--- src/design/serial_port_defines.svh ---
`ifndef SERIAL_PORT_DEFINES_SVH
`define SERIAL_PORT_DEFINES_SVH
// Register offsets, as byte addresses on the register port.
`define OFS_DATA 8'h00
`define OFS_IER 8'h04
`define OFS_IIR 8'h08
`define OFS_LCR 8'h0C
`define OFS_MCR 8'h10
`define OFS_LSR 8'h14
`define OFS_MSR 8'h18
`define OFS_SCR 8'h1C
`define OFS_ACR 8'h20
`define OFS_FDR 8'h28
`define OFS_TER 8'h30
`define OFS_RSCTL 8'h4C
`define OFS_ADR 8'h50
`define OFS_DLY 8'h54
// Reset values that are not zero.
`define RST_DLL 8'h01
`define RST_FDR 8'h10
`define RST_TER 8'h80
// Field positions.
`define LCR_DIVISOR_SELECT_BIT 7
`define LCR_BRK 6
`define LCR_PEN 3
`define LCR_STOP2 2
`define FCR_EN 0
`define FCR_RXRST 1
`define FCR_TXRST 2
`define TER_EN 7
`define RS_NMM 0
`define RS_RXDIS 1
`define RS_AADEN 2
`define RS_DCTRL 4
`define RS_OINV 5
`define IER_RDA 0
`define IER_THRE 1
`define IER_RLS 2
// FIFO depth and the sixteen sample ticks of one bit.
`define FIFO_DEPTH 5'h10
`define BIT_LAST 4'hF
`define BIT_HALF 4'h7
`endif

--- src/design/serial_port_pkg.sv ---
`default_nettype none
package serial_port_pkg;
	// One register port request.
	typedef struct packed {
		logic wr;
		logic rd;
		logic [7:0] addr;
		logic [31:0] wdata;
	} bus_req_t;
	typedef enum logic [2:0] {
		TX_IDLE = 3'h0, TX_START = 3'h1, TX_DATA = 3'h2, TX_PAR = 3'h3, TX_STOP = 3'h4
	} tx_state_t;
	typedef enum logic [2:0] {
		RX_IDLE = 3'h0, RX_START = 3'h1, RX_DATA = 3'h2, RX_PAR = 3'h3, RX_STOP = 3'h4
	} rx_state_t;
	// Whole state of the port.
	typedef struct packed {
		logic [7:0] dll, dlm, ier, lcr, mcr, scr, acr, fdr, ter, rsctl, adr, dly;
		logic fcr_en;
		logic [1:0] trig;
		logic [15:0][10:0] rx_mem;
		logic [3:0] rx_wp, rx_rp;
		logic [4:0] rx_cnt;
		logic [15:0][7:0] tx_mem;
		logic [3:0] tx_wp, tx_rp;
		logic [4:0] tx_cnt;
		logic [7:0] pcnt;
		logic [15:0] bcnt;
		logic [3:0] facc;
		logic tick;
		tx_state_t tx_st;
		logic [3:0] tx_sub;
		logic [2:0] tx_bit;
		logic [7:0] tx_sh;
		logic tx_par;
		rx_state_t rx_st;
		logic [3:0] rx_sub;
		logic [2:0] rx_bit;
		logic [7:0] rx_sh;
		logic rx_par, rx_on, oe, thre_pend, dcts;
		logic [1:0] rxd_s;
		logic [2:0] cts_s;
		logic [11:0] dcnt;
		logic [31:0] rdata;
		logic txd, rts, dtr;
	} state_t;
endpackage : serial_port_pkg
`default_nettype wire

--- src/design/serial_port.sv ---
`include "serial_port_defines.svh"
`default_nettype none
module serial_port (
	input wire logic core_clk_i,
	input wire logic sys_rst_i,
	input wire logic bus_clock_gate_i,
	input wire logic [7:0] baud_clock_divider_i,
	input wire serial_port_pkg::bus_req_t bus_req_i,
	output logic [31:0] rdata_o,
	input wire logic rxd_i,
	input wire logic cts_n_i,
	output logic txd_o,
	output logic rts_n_o,
	output logic dtr_n_o
);
	import serial_port_pkg::*;

	// Registered state and its next value.
	state_t st_reg;
	state_t st_next;

	// Gated strobes and decoded conditions.
	logic wr;
	logic rd;
	logic divisor_select_bit;
	logic [2:0] last_bit;
	logic [7:0] mask;
	logic [15:0] dv;
	logic [3:0] mulv;
	logic [10:0] rx_top;
	logic rx_avail;
	logic rx_full;
	logic tx_avail;
	logic tx_full;
	logic thre;
	logic temt;
	logic [7:0] lsr;
	logic [7:0] iir;
	logic rda;
	logic dir;

	// FIFO actions decided inside the next-state process.
	logic rx_push;
	logic rx_pop;
	logic tx_push;
	logic tx_pop;
	logic rx_rst;
	logic tx_rst;
	logic keep;
	logic perr;
	logic [10:0] rx_word;
	logic [4:0] fsum;

	// Receive trigger level as a byte count.
	function automatic logic [4:0] trig_lvl(input logic [1:0] sel);
		case (sel)
			2'h0: trig_lvl = 5'h01;
			2'h1: trig_lvl = 5'h04;
			2'h2: trig_lvl = 5'h08;
			default: trig_lvl = 5'h0E;
		endcase
	endfunction : trig_lvl

	// Parity of the masked data for the configured parity type.
	function automatic logic par_of(input logic [7:0] d, input logic [1:0] kind);
		case (kind)
			2'h0: par_of = ~^d;
			2'h1: par_of = ^d;
			2'h2: par_of = 1'b1;
			default: par_of = 1'b0;
		endcase
	endfunction : par_of

	// The bus clock gate stops every register access while it is clear.
	assign wr = bus_req_i.wr & bus_clock_gate_i;
	assign rd = bus_req_i.rd & bus_clock_gate_i;
	assign divisor_select_bit = st_reg.lcr[`LCR_DIVISOR_SELECT_BIT];
	// Last data bit index, 4 to 7 for five to eight bits.
	assign last_bit = 3'h4 + {1'b0, st_reg.lcr[1:0]};
	assign mask = 8'hFF >> (2'h3 - st_reg.lcr[1:0]);
	// A zero divisor would stall the generator, so it counts as one.
	assign dv = ({st_reg.dlm, st_reg.dll} == 16'h0000) ? 16'h0001 : {st_reg.dlm, st_reg.dll};
	assign mulv = (st_reg.fdr[7:4] == 4'h0) ? 4'h1 : st_reg.fdr[7:4];
	assign rx_top = st_reg.rx_mem[st_reg.rx_rp];
	assign rx_avail = st_reg.rx_cnt != 5'h00;
	assign tx_avail = st_reg.tx_cnt != 5'h00;
	// With the FIFOs off each side holds a single character.
	assign rx_full = st_reg.fcr_en ? (st_reg.rx_cnt == `FIFO_DEPTH) : rx_avail;
	assign tx_full = st_reg.fcr_en ? (st_reg.tx_cnt == `FIFO_DEPTH) : tx_avail;
	assign thre = !tx_avail;
	assign temt = thre && (st_reg.tx_st == TX_IDLE);
	// Error flags belong to the character at the head of the FIFO.
	assign lsr = {rx_avail & (|rx_top[10:8]), temt, thre,
		rx_avail ? rx_top[10:8] : 3'h0, st_reg.oe, rx_avail};
	assign rda = st_reg.rx_cnt >= (st_reg.fcr_en ? trig_lvl(st_reg.trig) : 5'h01);

	// Highest pending source: line status, then data, then empty holding.
	always_comb begin
		if (st_reg.ier[`IER_RLS] && (st_reg.oe || (|lsr[4:2]))) begin
			iir = 8'h06;
		end else if (st_reg.ier[`IER_RDA] && rda) begin
			iir = 8'h04;
		end else if (st_reg.ier[`IER_THRE] && st_reg.thre_pend) begin
			iir = 8'h02;
		end else begin
			iir = 8'h01;
		end
		iir[7:6] = {st_reg.fcr_en, st_reg.fcr_en};
	end

	// The direction output stays active while sending and for the delay after.
	assign dir = (st_reg.tx_st != TX_IDLE) || (st_reg.dcnt != 12'h000);

	// One process builds the whole next state.
	always_comb begin
		st_next = st_reg;
		st_next.tick = 1'b0;
		st_next.rdata = 32'h0;
		rx_push = 1'b0;
		rx_pop = 1'b0;
		tx_push = 1'b0;
		tx_pop = 1'b0;
		rx_rst = 1'b0;
		tx_rst = 1'b0;
		keep = 1'b0;
		perr = 1'b0;
		rx_word = 11'h000;
		fsum = 5'h00;

		// Pins pass two flip-flops; the third cts stage feeds the change flag.
		st_next.rxd_s = {st_reg.rxd_s[0], rxd_i};
		st_next.cts_s = {st_reg.cts_s[1:0], cts_n_i};

		// Peripheral clock enable; a divider of zero stops it to save power.
		if (baud_clock_divider_i == 8'h00) begin
			st_next.pcnt = 8'h00;
		end else if (st_reg.pcnt >= baud_clock_divider_i - 8'h01) begin
			st_next.pcnt = 8'h00;
			// Divisor counter gives sixteen ticks per bit.
			if (st_reg.bcnt == 16'h0000) begin
				st_next.tick = 1'b1;
				fsum = {1'b0, st_reg.facc} + {1'b0, st_reg.fdr[3:0]};
				// Fractional carry stretches one period by one peripheral clock.
				if ((st_reg.fdr[3:0] != 4'h0) && (fsum >= {1'b0, mulv})) begin
					st_next.facc = 4'(fsum - {1'b0, mulv});
					st_next.bcnt = dv;
				end else begin
					st_next.facc = fsum[3:0];
					st_next.bcnt = dv - 16'h0001;
				end
			end else begin
				st_next.bcnt = st_reg.bcnt - 16'h0001;
			end
		end else begin
			st_next.pcnt = st_reg.pcnt + 8'h01;
		end

		// Register reads, with their side effects.
		if (rd) begin
			case (bus_req_i.addr)
				`OFS_DATA: begin
					if (divisor_select_bit) begin
						st_next.rdata = {24'h0, st_reg.dll};
					end else begin
						// Reading the head consumes it.
						st_next.rdata = {24'h0, rx_top[7:0]};
						rx_pop = rx_avail;
					end
				end
				`OFS_IER: st_next.rdata = {24'h0, divisor_select_bit ? st_reg.dlm : st_reg.ier};
				`OFS_IIR: begin
					st_next.rdata = {24'h0, iir};
					// Reading the identity clears an empty-holding report.
					if (iir[3:0] == 4'h2) begin
						st_next.thre_pend = 1'b0;
					end
				end
				`OFS_LCR: st_next.rdata = {24'h0, st_reg.lcr};
				`OFS_MCR: st_next.rdata = {24'h0, st_reg.mcr};
				`OFS_LSR: begin
					st_next.rdata = {24'h0, lsr};
					st_next.oe = 1'b0;
				end
				`OFS_MSR: begin
					st_next.rdata = {24'h0, 3'h0, ~st_reg.cts_s[2], 3'h0, st_reg.dcts};
					st_next.dcts = 1'b0;
				end
				`OFS_SCR: st_next.rdata = {24'h0, st_reg.scr};
				`OFS_ACR: st_next.rdata = {24'h0, st_reg.acr};
				`OFS_FDR: st_next.rdata = {24'h0, st_reg.fdr};
				`OFS_TER: st_next.rdata = {24'h0, st_reg.ter};
				`OFS_RSCTL: st_next.rdata = {24'h0, st_reg.rsctl};
				`OFS_ADR: st_next.rdata = {24'h0, st_reg.adr};
				`OFS_DLY: st_next.rdata = {24'h0, st_reg.dly};
				default: st_next.rdata = 32'h0;
			endcase
		end

		// Register writes; reserved offsets are dropped.
		if (wr) begin
			case (bus_req_i.addr)
				`OFS_DATA: begin
					if (divisor_select_bit) begin
						st_next.dll = bus_req_i.wdata[7:0];
					end else begin
						// A write to a full FIFO is lost.
						tx_push = !tx_full;
						st_next.thre_pend = 1'b0;
					end
				end
				`OFS_IER: begin
					if (divisor_select_bit) begin
						st_next.dlm = bus_req_i.wdata[7:0];
					end else begin
						st_next.ier = {5'h00, bus_req_i.wdata[2:0]};
					end
				end
				`OFS_IIR: begin
					st_next.fcr_en = bus_req_i.wdata[`FCR_EN];
					st_next.trig = bus_req_i.wdata[7:6];
					// Toggling the enable also flushes, so no stale data survives.
					rx_rst = bus_req_i.wdata[`FCR_RXRST] || (bus_req_i.wdata[`FCR_EN] != st_reg.fcr_en);
					tx_rst = bus_req_i.wdata[`FCR_TXRST] || (bus_req_i.wdata[`FCR_EN] != st_reg.fcr_en);
				end
				`OFS_LCR: st_next.lcr = bus_req_i.wdata[7:0];
				`OFS_MCR: st_next.mcr = bus_req_i.wdata[7:0];
				`OFS_SCR: st_next.scr = bus_req_i.wdata[7:0];
				`OFS_ACR: st_next.acr = bus_req_i.wdata[7:0];
				`OFS_FDR: st_next.fdr = bus_req_i.wdata[7:0];
				`OFS_TER: st_next.ter = {bus_req_i.wdata[7], 7'h00};
				`OFS_RSCTL: st_next.rsctl = {2'h0, bus_req_i.wdata[5:0]};
				`OFS_ADR: st_next.adr = bus_req_i.wdata[7:0];
				`OFS_DLY: st_next.dly = bus_req_i.wdata[7:0];
				default: begin
				end
			endcase
		end

		// Transmitter; a new character starts only while enabled.
		case (st_reg.tx_st)
			TX_IDLE: begin
				if (st_reg.tick && tx_avail && st_reg.ter[`TER_EN]) begin
					tx_pop = 1'b1;
					st_next.tx_sh = st_reg.tx_mem[st_reg.tx_rp] & mask;
					st_next.tx_par = par_of(st_reg.tx_mem[st_reg.tx_rp] & mask, st_reg.lcr[5:4]);
					st_next.tx_st = TX_START;
					st_next.tx_sub = 4'h0;
					st_next.tx_bit = 3'h0;
				end
			end
			default: begin
				if (st_reg.tick) begin
					st_next.tx_sub = st_reg.tx_sub + 4'h1;
					if (st_reg.tx_sub == `BIT_LAST) begin
						case (st_reg.tx_st)
							TX_START: st_next.tx_st = TX_DATA;
							TX_DATA: begin
								// Shift right so bit 0 leaves first.
								st_next.tx_sh = {1'b0, st_reg.tx_sh[7:1]};
								st_next.tx_bit = st_reg.tx_bit + 3'h1;
								if (st_reg.tx_bit == last_bit) begin
									st_next.tx_bit = 3'h0;
									st_next.tx_st = st_reg.lcr[`LCR_PEN] ? TX_PAR : TX_STOP;
								end
							end
							TX_PAR: st_next.tx_st = TX_STOP;
							TX_STOP: begin
								// Second stop bit when selected.
								if ((st_reg.tx_bit == 3'h0) && st_reg.lcr[`LCR_STOP2]) begin
									st_next.tx_bit = 3'h1;
								end else begin
									st_next.tx_st = TX_IDLE;
								end
							end
							default: st_next.tx_st = TX_IDLE;
						endcase
					end
				end
			end
		endcase
		// The last character leaving raises the empty-holding report.
		if (tx_pop && (st_reg.tx_cnt == 5'h01) && !tx_push) begin
			st_next.thre_pend = 1'b1;
		end

		// Line level follows the next state; break wins over everything.
		case (st_next.tx_st)
			TX_START: st_next.txd = 1'b0;
			TX_DATA: st_next.txd = st_next.tx_sh[0];
			TX_PAR: st_next.txd = st_next.tx_par;
			default: st_next.txd = 1'b1;
		endcase
		if (st_reg.lcr[`LCR_BRK]) begin
			st_next.txd = 1'b0;
		end

		// Receiver; sampling is at mid-bit, counted from the start edge.
		case (st_reg.rx_st)
			RX_IDLE: begin
				if (st_reg.tick && !st_reg.rxd_s[1] && !st_reg.rsctl[`RS_RXDIS]) begin
					st_next.rx_st = RX_START;
					st_next.rx_sub = 4'h0;
					st_next.rx_sh = 8'h00;
					st_next.rx_bit = 3'h0;
				end
			end
			RX_START: begin
				if (st_reg.tick) begin
					st_next.rx_sub = st_reg.rx_sub + 4'h1;
					if (st_reg.rx_sub == `BIT_HALF) begin
						// A glitch shorter than half a bit is ignored.
						st_next.rx_st = st_reg.rxd_s[1] ? RX_IDLE : RX_DATA;
						st_next.rx_sub = 4'h0;
					end
				end
			end
			default: begin
				if (st_reg.tick) begin
					st_next.rx_sub = st_reg.rx_sub + 4'h1;
					if (st_reg.rx_sub == `BIT_LAST) begin
						case (st_reg.rx_st)
							RX_DATA: begin
								// First bit lands in bit 0; upper bits stay zero.
								st_next.rx_sh[st_reg.rx_bit] = st_reg.rxd_s[1];
								st_next.rx_bit = st_reg.rx_bit + 3'h1;
								if (st_reg.rx_bit == last_bit) begin
									st_next.rx_st = st_reg.lcr[`LCR_PEN] ? RX_PAR : RX_STOP;
								end
							end
							RX_PAR: begin
								st_next.rx_par = st_reg.rxd_s[1];
								st_next.rx_st = RX_STOP;
							end
							default: begin
								st_next.rx_st = RX_IDLE;
								// In nine-bit mode the parity bit marks an address.
								perr = st_reg.lcr[`LCR_PEN] && !st_reg.rsctl[`RS_NMM] &&
									(st_reg.rx_par != par_of(st_reg.rx_sh, st_reg.lcr[5:4]));
								rx_word = {!st_reg.rxd_s[1] && (st_reg.rx_sh == 8'h00),
									!st_reg.rxd_s[1], perr, st_reg.rx_sh};
								if (st_reg.rsctl[`RS_NMM] && st_reg.rx_par) begin
									// Address match opens or closes the receiver.
									st_next.rx_on = st_reg.rx_sh == st_reg.adr;
									keep = !st_reg.rsctl[`RS_AADEN];
								end else begin
									keep = !st_reg.rsctl[`RS_NMM] || !st_reg.rsctl[`RS_AADEN] || st_reg.rx_on;
								end
								if (keep && rx_full && !rx_pop) begin
									st_next.oe = 1'b1;
								end else if (keep) begin
									rx_push = 1'b1;
								end
							end
						endcase
					end
				end
			end
		endcase

		// FIFO storage; the flush from the control write wins.
		if (rx_push) begin
			st_next.rx_mem[st_reg.rx_wp] = rx_word;
			st_next.rx_wp = st_reg.rx_wp + 4'h1;
		end
		if (rx_pop) begin
			st_next.rx_rp = st_reg.rx_rp + 4'h1;
		end
		st_next.rx_cnt = st_reg.rx_cnt + {4'h0, rx_push} - {4'h0, rx_pop};
		if (tx_push) begin
			st_next.tx_mem[st_reg.tx_wp] = bus_req_i.wdata[7:0];
			st_next.tx_wp = st_reg.tx_wp + 4'h1;
		end
		if (tx_pop) begin
			st_next.tx_rp = st_reg.tx_rp + 4'h1;
		end
		st_next.tx_cnt = st_reg.tx_cnt + {4'h0, tx_push} - {4'h0, tx_pop};
		if (rx_rst) begin
			st_next.rx_wp = 4'h0;
			st_next.rx_rp = 4'h0;
			st_next.rx_cnt = 5'h00;
		end
		if (tx_rst) begin
			st_next.tx_wp = 4'h0;
			st_next.tx_rp = 4'h0;
			st_next.tx_cnt = 5'h00;
		end

		// A change on clear-to-send sets the delta flag; set wins over read.
		if (st_reg.cts_s[1] != st_reg.cts_s[2]) begin
			st_next.dcts = 1'b1;
		end

		// Release delay counts whole bit times after the last stop bit.
		if (st_reg.tx_st != TX_IDLE) begin
			st_next.dcnt = {st_reg.dly, 4'h0};
		end else if (st_reg.tick && (st_reg.dcnt != 12'h000)) begin
			st_next.dcnt = st_reg.dcnt - 12'h001;
		end

		// Request-to-send carries the direction when direction control is on.
		if (st_reg.rsctl[`RS_DCTRL]) begin
			st_next.rts = st_reg.rsctl[`RS_OINV] ? dir : !dir;
		end else begin
			st_next.rts = !st_reg.mcr[1];
		end
		st_next.dtr = !st_reg.mcr[0];
	end

	// State register; idle line and inactive modem outputs at reset.
	always_ff @(posedge core_clk_i or posedge sys_rst_i) begin
		if (sys_rst_i) begin
			st_reg <= '0;
			st_reg.dll <= `RST_DLL;
			st_reg.fdr <= `RST_FDR;
			st_reg.ter <= `RST_TER;
			st_reg.rxd_s <= 2'h3;
			st_reg.cts_s <= 3'h7;
			st_reg.txd <= 1'b1;
			st_reg.rts <= 1'b1;
			st_reg.dtr <= 1'b1;
		end else begin
			st_reg <= st_next;
		end
	end

	// Outputs come straight from the state register.
	assign rdata_o = st_reg.rdata;
	assign txd_o = st_reg.txd;
	assign rts_n_o = st_reg.rts;
	assign dtr_n_o = st_reg.dtr;
endmodule : serial_port
`default_nettype wire

--- config.mk ---
export PLATFORM = sky130hd
export DESIGN_NAME = serial_port
export DESIGN_NICKNAME = d
export VERILOG_FILES = /design/src/design/serial_port_pkg.sv /design/src/design/serial_port.sv
export VERILOG_INCLUDE_DIRS = /design/src /design/src/design
export SDC_FILE = /design/constraint.sdc
export NUM_CORES = 1
export LEC_CHECK = 0
export ABC_AREA = 1
export ABC_CLOCK_PERIOD_IN_PS = 16500
export BUFFER_PORTS_ARGS = -buffer_cell sky130_fd_sc_hd__buf_2
export CAP_MARGIN = 30
export CORE_MARGIN = 2
export CORE_UTILIZATION = 50
export DETAILED_ROUTE_END_ITERATION = 6
export GPL_TIMING_DRIVEN = 0
export PLACE_DENSITY = 0.76
export REMOVE_ABC_BUFFERS = 1
export SKIP_CTS_REPAIR_TIMING = 1
export SLEW_MARGIN = 20
export SYNTH_ARGS = -nofsm -noshare
export SYNTH_HDL_FRONTEND = slang
export SYNTH_SLANG_ARGS = --single-unit
export TNS_END_PERCENT = 10
--- constraint.sdc ---
create_clock -name core_clk_i -period 16.5 [get_ports core_clk_i]
set_input_delay 0.825 -clock core_clk_i [delete_from_list [all_inputs] [get_ports core_clk_i]]
set_output_delay 0.825 -clock core_clk_i [all_outputs]
set_load 0.03 [all_outputs]
Word-level counts from Yosys, hierarchy flattened
Cells that the tools add are included.

Input port bits: 55. Bits in registers: 538. Output and inout port bits: 35. Word-level logic and storage cells: 389.

Bitwise operators: 10. $add $sub $neg: 21. Equality and inequality tests: 46. $lt $le $gt $ge: 11. Shift-type cells: 1. Multiplexer cells: 120. Reduce and logical (&&, ||, !) cells: 102.

Operators by type and width (count): 32-bit one-hot mux with 14 select lines (1); 176-bit bitwise mux (1); 128-bit bitwise mux (1); 11-bit 2-to-1 mux (8); 8-bit 2-to-1 mux (7); 18-bit 2-to-1 mux (3); 1-bit 2-to-1 mux (50); 11-bit binary-select mux with 4-bit select (1); 11-bit demux with 4-bit select (1); 3-bit 2-to-1 mux (12); 8-bit binary-select mux with 4-bit select (1); 8-bit demux with 4-bit select (1); 8-bit by 5-bit == test with 1-bit output, second input constant (4); 16-bit zero test (2); 16-bit 2-to-1 mux (2); 32-bit 2-to-1 mux (1); 16-bit by 1-bit subtractor with 16-bit output, second input constant (2); 13-bit 2-to-1 mux (2); 2-bit AND reduction (13); 2-bit nonzero test (13); 4-bit by 1-bit adder with 4-bit output, second input constant (6); 8-bit by 6-bit == test with 1-bit output, second input constant (3); 8-bit by 7-bit == test with 1-bit output, second input constant (3); 8-bit zero test (3); other kinds (75) (170).

Logic depth before layout (Yosys ltp)
Gate-level depths: netlist of the first run.

Depth after elaboration: 18. Gate-level depth with buffers: 21. Gate-level depth less buffers: 20.

Worst setup path after synthesis of the first run
OpenSTA, ideal clock, no wires.

Path kind: input port to flip-flop. From: in bus_req_i[33] (netlist bit). To: reg st_reg[127] (netlist bit). Setup slack: 13376 ps. Cell stages on the path: 17. Path buffers: 0. Library setup time: 122 ps. Data arrival time: 3002 ps. Cell sequence: nor2_2 nand2_1 nor2_2 inv_2 nor2_8 inv_2 nor3_2 nand2_2 ha_1 inv_1 ha_1 fa_1 nand2_1 a21oi_1 nor2_1 xor2_1 nor2_1.

RTL lines: from (decl) (RTL line serial_port.sv:8) `input wire serial_port_pkg::bus_req_t bus_req_i,`; to (signal assigned) (RTL line serial_port.sv:422) `st_reg <= st_next;`; to (decl) (RTL line serial_port.sv:19) `state_t st_reg;`.

==> results of run 1 <==
[cell usage in the layout, fill, tap and decap left out, drive strengths merged, types with 6 or more instances in the layout]
master   netlist  final
a211oi         8      8
a21oi         71     71
a221oi         9      9
a31oi         15     15
buf           89     60
clkbuf       107     83
clkinv         4     18
conb           1     24
dfrtp        503    503
dfstp         11     11
ha            57     57
inv          305    307
nand2        854    854
nand3        167    167
nand4         21     21
nor2         275    275
nor3          33     33
nor4           8      8
o2111ai        6      6
o211ai        38     38
o21ai        566    566
o221ai        31     31
o22ai         21     21
xnor2         18     18
xor2          32     32
[cells by family after synthesis]
group | after synthesis | share of synthesized area [%]
and+or+nand+nor | 1370 | 21.5
AOI/OAI and AO/OA | 784 | 16.6
DFF | 514 | 49.1
buffers and inverters | 505 | 8.02
adders and majority gates | 61 | 3.02
xor gates and xnor gates | 50 | 1.67
other | 1 | 0.0143
muxes | 1 | 0.0429
[final cells by class]
cell class	instances	area, um^2	share of cell area [%]
inverters	309	1170	4.09
clock buffers	83	1600	5.58
clock inverters	18	184	0.641
multi-input cells	2290	11300	39.5
repair buffers	60	658	2.29
well taps	680	851	2.97
flip-flops and latches	514	12900	44.9
[metal layers]
layer,track usage [%],up-vias
met5,0,-
met4,8.92,0
met3,3.55,143
met2,41.6,776
met1,34.7,10700
li1,-,10700
[report_power, final]
group	switching, mW	internal [mW]
Clock	0.525	0.702
Sequential	0.0575	1.32
Combinational	0.279	0.154
[stage by stage]
stage | cell area, um^2 | setup slack, ns | TNS (ns) | util (%) | std cells
after floorplan | 25400 | 1.34 | 0 | - | 3113
after global placement | 26400 | -4.39 | -2163.06 | 51.2 | 3834
after detailed placement | 26900 | 12.55 | 0 | 52.1 | 3852
after CTS | 28700 | 12.46 | 0 | 55.5 | 3953
after global routing | 28700 | 12.14 | 0 | 55.6 | 3954
final | 28700 | 12.50 | 0 | 55.6 | 3954
[path summary, 6_finish.rpt]
kind / start / cells after the start / to
worst max-delay path: st_reg[92] / 14 / st_reg[127]
worst min-delay path: cts_n_i / 1 / st_next[48]
worst max register to register: st_reg[92] / 14 / st_reg[127]
worst min register to register: st_next[48] / 0 / st_next[49]
max in group asynchronous: sys_rst_i / 6 / st_reg[544]
min in group asynchronous: sys_rst_i / 3 / st_reg[146]
==> reports/metrics.cfg, run 1 <==
[status]
status=completed

[sta]
finalCritPeriodShare_pct=24.2
maxSlewViolCount=0
fmax_mhz=250
grt_setup_unrepaired=false
setup_viol_count_final=0
finalCriticalPeriod_ns=4.00
hold_viol=0
clock_skew_ns=0.0254
relSlewSlack_pct=39.6
worstMarginPinSlew_ns=0.903
hold-worst-slack_ns=0.296

[logic_synthesis]
syn_area_mm2=0.0262
synth_edf_count=0
synth_warnings=0
yosys_most_used_dff=dfrtp_1
synth-seq-area-share_pct=49.1
synth_common_cells=nand2_1, o21ai_0, dfrtp_1
async_reset_ff_share_pct=100
syn_avg_cell_area_um2=7.98
ys_seq_elements=514
netlist.area_leader.share_pct=48.0
synthCells=3286
yosysUniqueCellTypes=56
synth_top_cell_by_area=dfrtp_1
synth.top_cells.by_area=dfrtp_1, nand2_1, o21ai_0, inv_1, nor2_1
synth.most_common_cell=nand2_1

[worst_setup_path]
r2r_setup_slack_ns=12.50
endpoint_kind=register
path_class=register to register
worstSetupStartpointType=register
crit_top_cell=nor2_1
crit_buf_inv=3
cp_top_family=simple AND/OR/NAND/NOR gates
critPathSlowestCell=nor2_1
cp_max_fo=21
path_cells=nor2_1 > inv_1 > nor2_2 > clkinv_1 > nor2_1 > ha_1 > inv_1 > ha_1 > fa_1 > nand2_1 > a21oi_1 > nor2_1 > xor2_1 > nor2_1
arrival_ns=4.50
worstPathRequired_ns=17.00
slowest_delay_ns=0.67

[cells_and_area]
fin_nets=3346
largest_reg_flops=497
layout-drive-gt1-share_pct=6.66
syn2layout_area_growth_pct=9.39
num_antenna_cells=0
fillers=4657

[detailed_routing]
drt_first_pass_iters=6
totalWireLength_mm=68.0
drtIter0Drc=2184
post_drt_wl_per_cell_um=17.2
wl_met3_mm=4.31
drc=0
antenna_left=0
routed-wl-met2_mm=31.9
routed_via_density=5.63
maxUsedRoutingLayer=met4
route.vias.total=22200
wl_met1_mm=29.6

[power]
cellPowerDensity_mw_per_mm2=106
ir_drop_uv=79.4
finalPower_mw=3.04
p_leak_nw=13.4

[global_route]
gr-total-overflow=0
grt_pass1_wl_mm=111
grt_start_max_net_pins=103
antenna_found_initial=0
track_usage_pct=25.4
first_global_vias=21100

[job]
maxCapViolCount=0

[die]
die_h_um=233
die_x_um=233
floorplan.initialDensity_pct=50.8
dieArea_mm2=0.0543
std_cell_rows=83
core_mm2=0.0516
ios=90

[place]
dp.final_hpwl_mm=44.0
place.gp.congestion=0.925
io_buffers=41

[cts]
clk_pin_slew_worst_paths_ns=0.06
cts_tree=built
clockRootBuffer=clkbuf_16
ctsHtreeMaxLevel=2
clk_path_buf_depth=3
numCtsBuffers=55
clkLatencyLatePin_ns=0.62
cts.sinks=514

[min_path]
min_path_type=primary input to register

Note: power is estimated with default switching activity, not from simulation.
==> run 2, diff against run 1 <==
Settings changed: ABC_CLOCK_PERIOD_IN_PS 16500 to 3800.
Clock period 16.5 ns to 3.8 ns, I/O delays scaled along.
==> run 2 against run 1 <==
Net effect: die area did not move; first-iteration DRC count rose by 8.8%; worst setup slack worse by 12 ns; hold slack worse by 0.27 ns; critical endpoint is now st_reg[114]; largest cell class unchanged.
==> reports/metrics.cfg, run 2 (synthesis gave the netlist of run 1 again) <==
[detailed_routing]
post_drt_wl_per_cell_um=17.3  ; +0.39%
drt_first_pass_iters=6  ; unchanged
totalWireLength_mm=68.4  ; +0.67%
routed_via_density=5.64  ; +0.21%
drc=0  ; unchanged
drtIter0Drc=2377  ; +8.8%
route.vias.total=22400  ; +0.49%
antenna_left=0  ; unchanged

[sta]
fmax_mhz=287  ; +15%
worstMarginPinSlew_ns=0.909  ; +0.00632 ns
hold-worst-slack_ns=0.0244  ; -0.272 ns
hold_viol=0  ; unchanged
setup_viol_count_final=0  ; unchanged
finalCritPeriodShare_pct=91.8  ; +68 points
grt_setup_unrepaired=false
finalCriticalPeriod_ns=3.49  ; -0.511 ns
clock_skew_ns=0.0246  ; -0.000771 ns
maxSlewViolCount=0  ; unchanged
relSlewSlack_pct=39.2  ; -0.42 points

[power]
p_leak_nw=13.4  ; +0.35%
cellPowerDensity_mw_per_mm2=458  ; +330%
ir_drop_uv=342  ; +330%
finalPower_mw=13.2  ; +330%

[min_path]
min_path_type=primary input to register

[cts]
clockRootBuffer=clkbuf_16
numCtsBuffers=55  ; unchanged
cts.sinks=514  ; unchanged
clkLatencyLatePin_ns=0.63  ; about the same
cts_tree=built
clk_path_buf_depth=3  ; unchanged
clk_pin_slew_worst_paths_ns=0.07  ; about the same
ctsHtreeMaxLevel=2  ; unchanged

[job]
maxCapViolCount=0  ; unchanged

[worst_setup_path]
worstPathRequired_ns=4.28  ; -12.72 ns
cp_top_family=adder cells
critPathSlowestCell=o311ai_0
slowest_delay_ns=0.47  ; -0.20 ns
crit_buf_inv=2  ; -1
crit_top_cell=nand2_1
path_class=register to register
arrival_ns=3.97  ; -0.53 ns
endpoint_kind=register
path_cells=ha_1 > fa_1 > nand2_1 > inv_1 > nor2_1 > ha_1 > a21oi_1 > nand2_1 > nand2_1 > nand4_1 > nand2_2 > inv_1 > o311ai_0 > o21ai_0 > nand2_1 > o21ai_0
worstSetupStartpointType=register
cp_max_fo=13  ; -38%

[die]
die_h_um=233  ; unchanged
core_mm2=0.0516  ; unchanged
die_x_um=233  ; unchanged
std_cell_rows=83  ; unchanged
ios=90  ; unchanged
floorplan.initialDensity_pct=50.8  ; unchanged
dieArea_mm2=0.0543  ; unchanged

[cells_and_area]
post-route-util_pct=55.8  ; +0.24 points
layout-drive-gt1-share_pct=6.73  ; +0.069 points
fin_nets=3357  ; +0.33%
syn2layout_area_growth_pct=9.86
largest_reg_flops=497  ; unchanged
mostFrequentLayoutCell=nand2_1
num_antenna_cells=0  ; unchanged
final_cell_mix=nand2_1, o21ai_0, dfrtp_1

[global_route]
grt_start_max_net_pins=103  ; unchanged
track_usage_pct=25.4  ; unchanged
antenna_found_initial=0  ; unchanged
grt_pass1_wl_mm=111  ; unchanged
gr-total-overflow=0  ; unchanged
first_global_vias=21100  ; unchanged

[place]
io_buffers=41  ; unchanged
dp.final_hpwl_mm=44.0  ; unchanged
place.gp.congestion=0.925  ; unchanged

[status]
status=completed

-- run 2: cell types whose count changed in the layout (fill, tap and decap cells not counted) --
cell	before	now
nand2_2	8	9
nor2_4	4	5
nand2_1	844	843
nor2_1	257	255
dlygate4sd3_1	0	11
nor2_2	12	13
-- run 2: worst paths after layout --
path | slack [ns] | endpoint | startpoint | cells after the start
max | 0.31 | st_reg[114] | st_reg[95] | 16
min | 0.02 | st_reg[487] | bus_req_i[36] | 5
max reg2reg | 0.31 | st_reg[114] | st_reg[95] | 16
min reg2reg | 0.37 | st_next[49] | st_next[48] | 0
max in group asynchronous | 1.96 | st_reg[544] | sys_rst_i | 7
min in group asynchronous | 0.24 | st_reg[146] | sys_rst_i | 4
-- run 2: where the power goes --
| group | switching [mW] | leakage (nW) | internal [mW] |
|---|---|---|---|
| logic | 1.22 | 5.62 | 0.677 |
| registers | 0.249 | 6.92 | 5.72 |
| clock network | 2.29 | 0.885 | 3.05 |
| total | 3.75 | 13.4 | 9.45 |
-- run 2: worst min-delay path: stages --
cell and delay (ns):
buf_2 0.13, nand4_1 0.12, nor2_1 0.06, nand2_1 0.05
o21ai_0 0.09
-- run 2: routing by layer --
| metal | up-vias | wire length, um | GRT usage (%) |
|---|---|---|---|
| met5 | - | 0 | 0 |
| li1 | 10700 | - | - |
| met1 | 10700 | 29500 | 34.7 |
| met4 | 0 | 2190 | 8.92 |
| met3 | 144 | 4590 | 3.55 |
| met2 | 817 | 32200 | 41.6 |
-- run 2: cell type report --
cell class	instances	area, um^2
fillers	4637	22800
flip-flops and latches	514	12900
multi-input cells	2290	11300
clock buffers	83	1600
inverters	309	1170
well taps	680	851
repair buffers	71	768
clock inverters	18	184
-- run 2: stage by stage --
stage | setup WS [ns] | std cells | area, um^2 | TNS [ns]
floorplan | -10.73 | 3113 | 25400 | -5469.87
global placement | -16.45 | 3834 | 26400 | -8400.85
detailed placement | -0.152 | 3852 | 26900 | -0.232
CTS | -0.244 | 3953 | 28700 | -0.359
global route | 0.0434 | 3965 | 28800 | 0
finish | 0.310 | 3965 | 28800 | 0
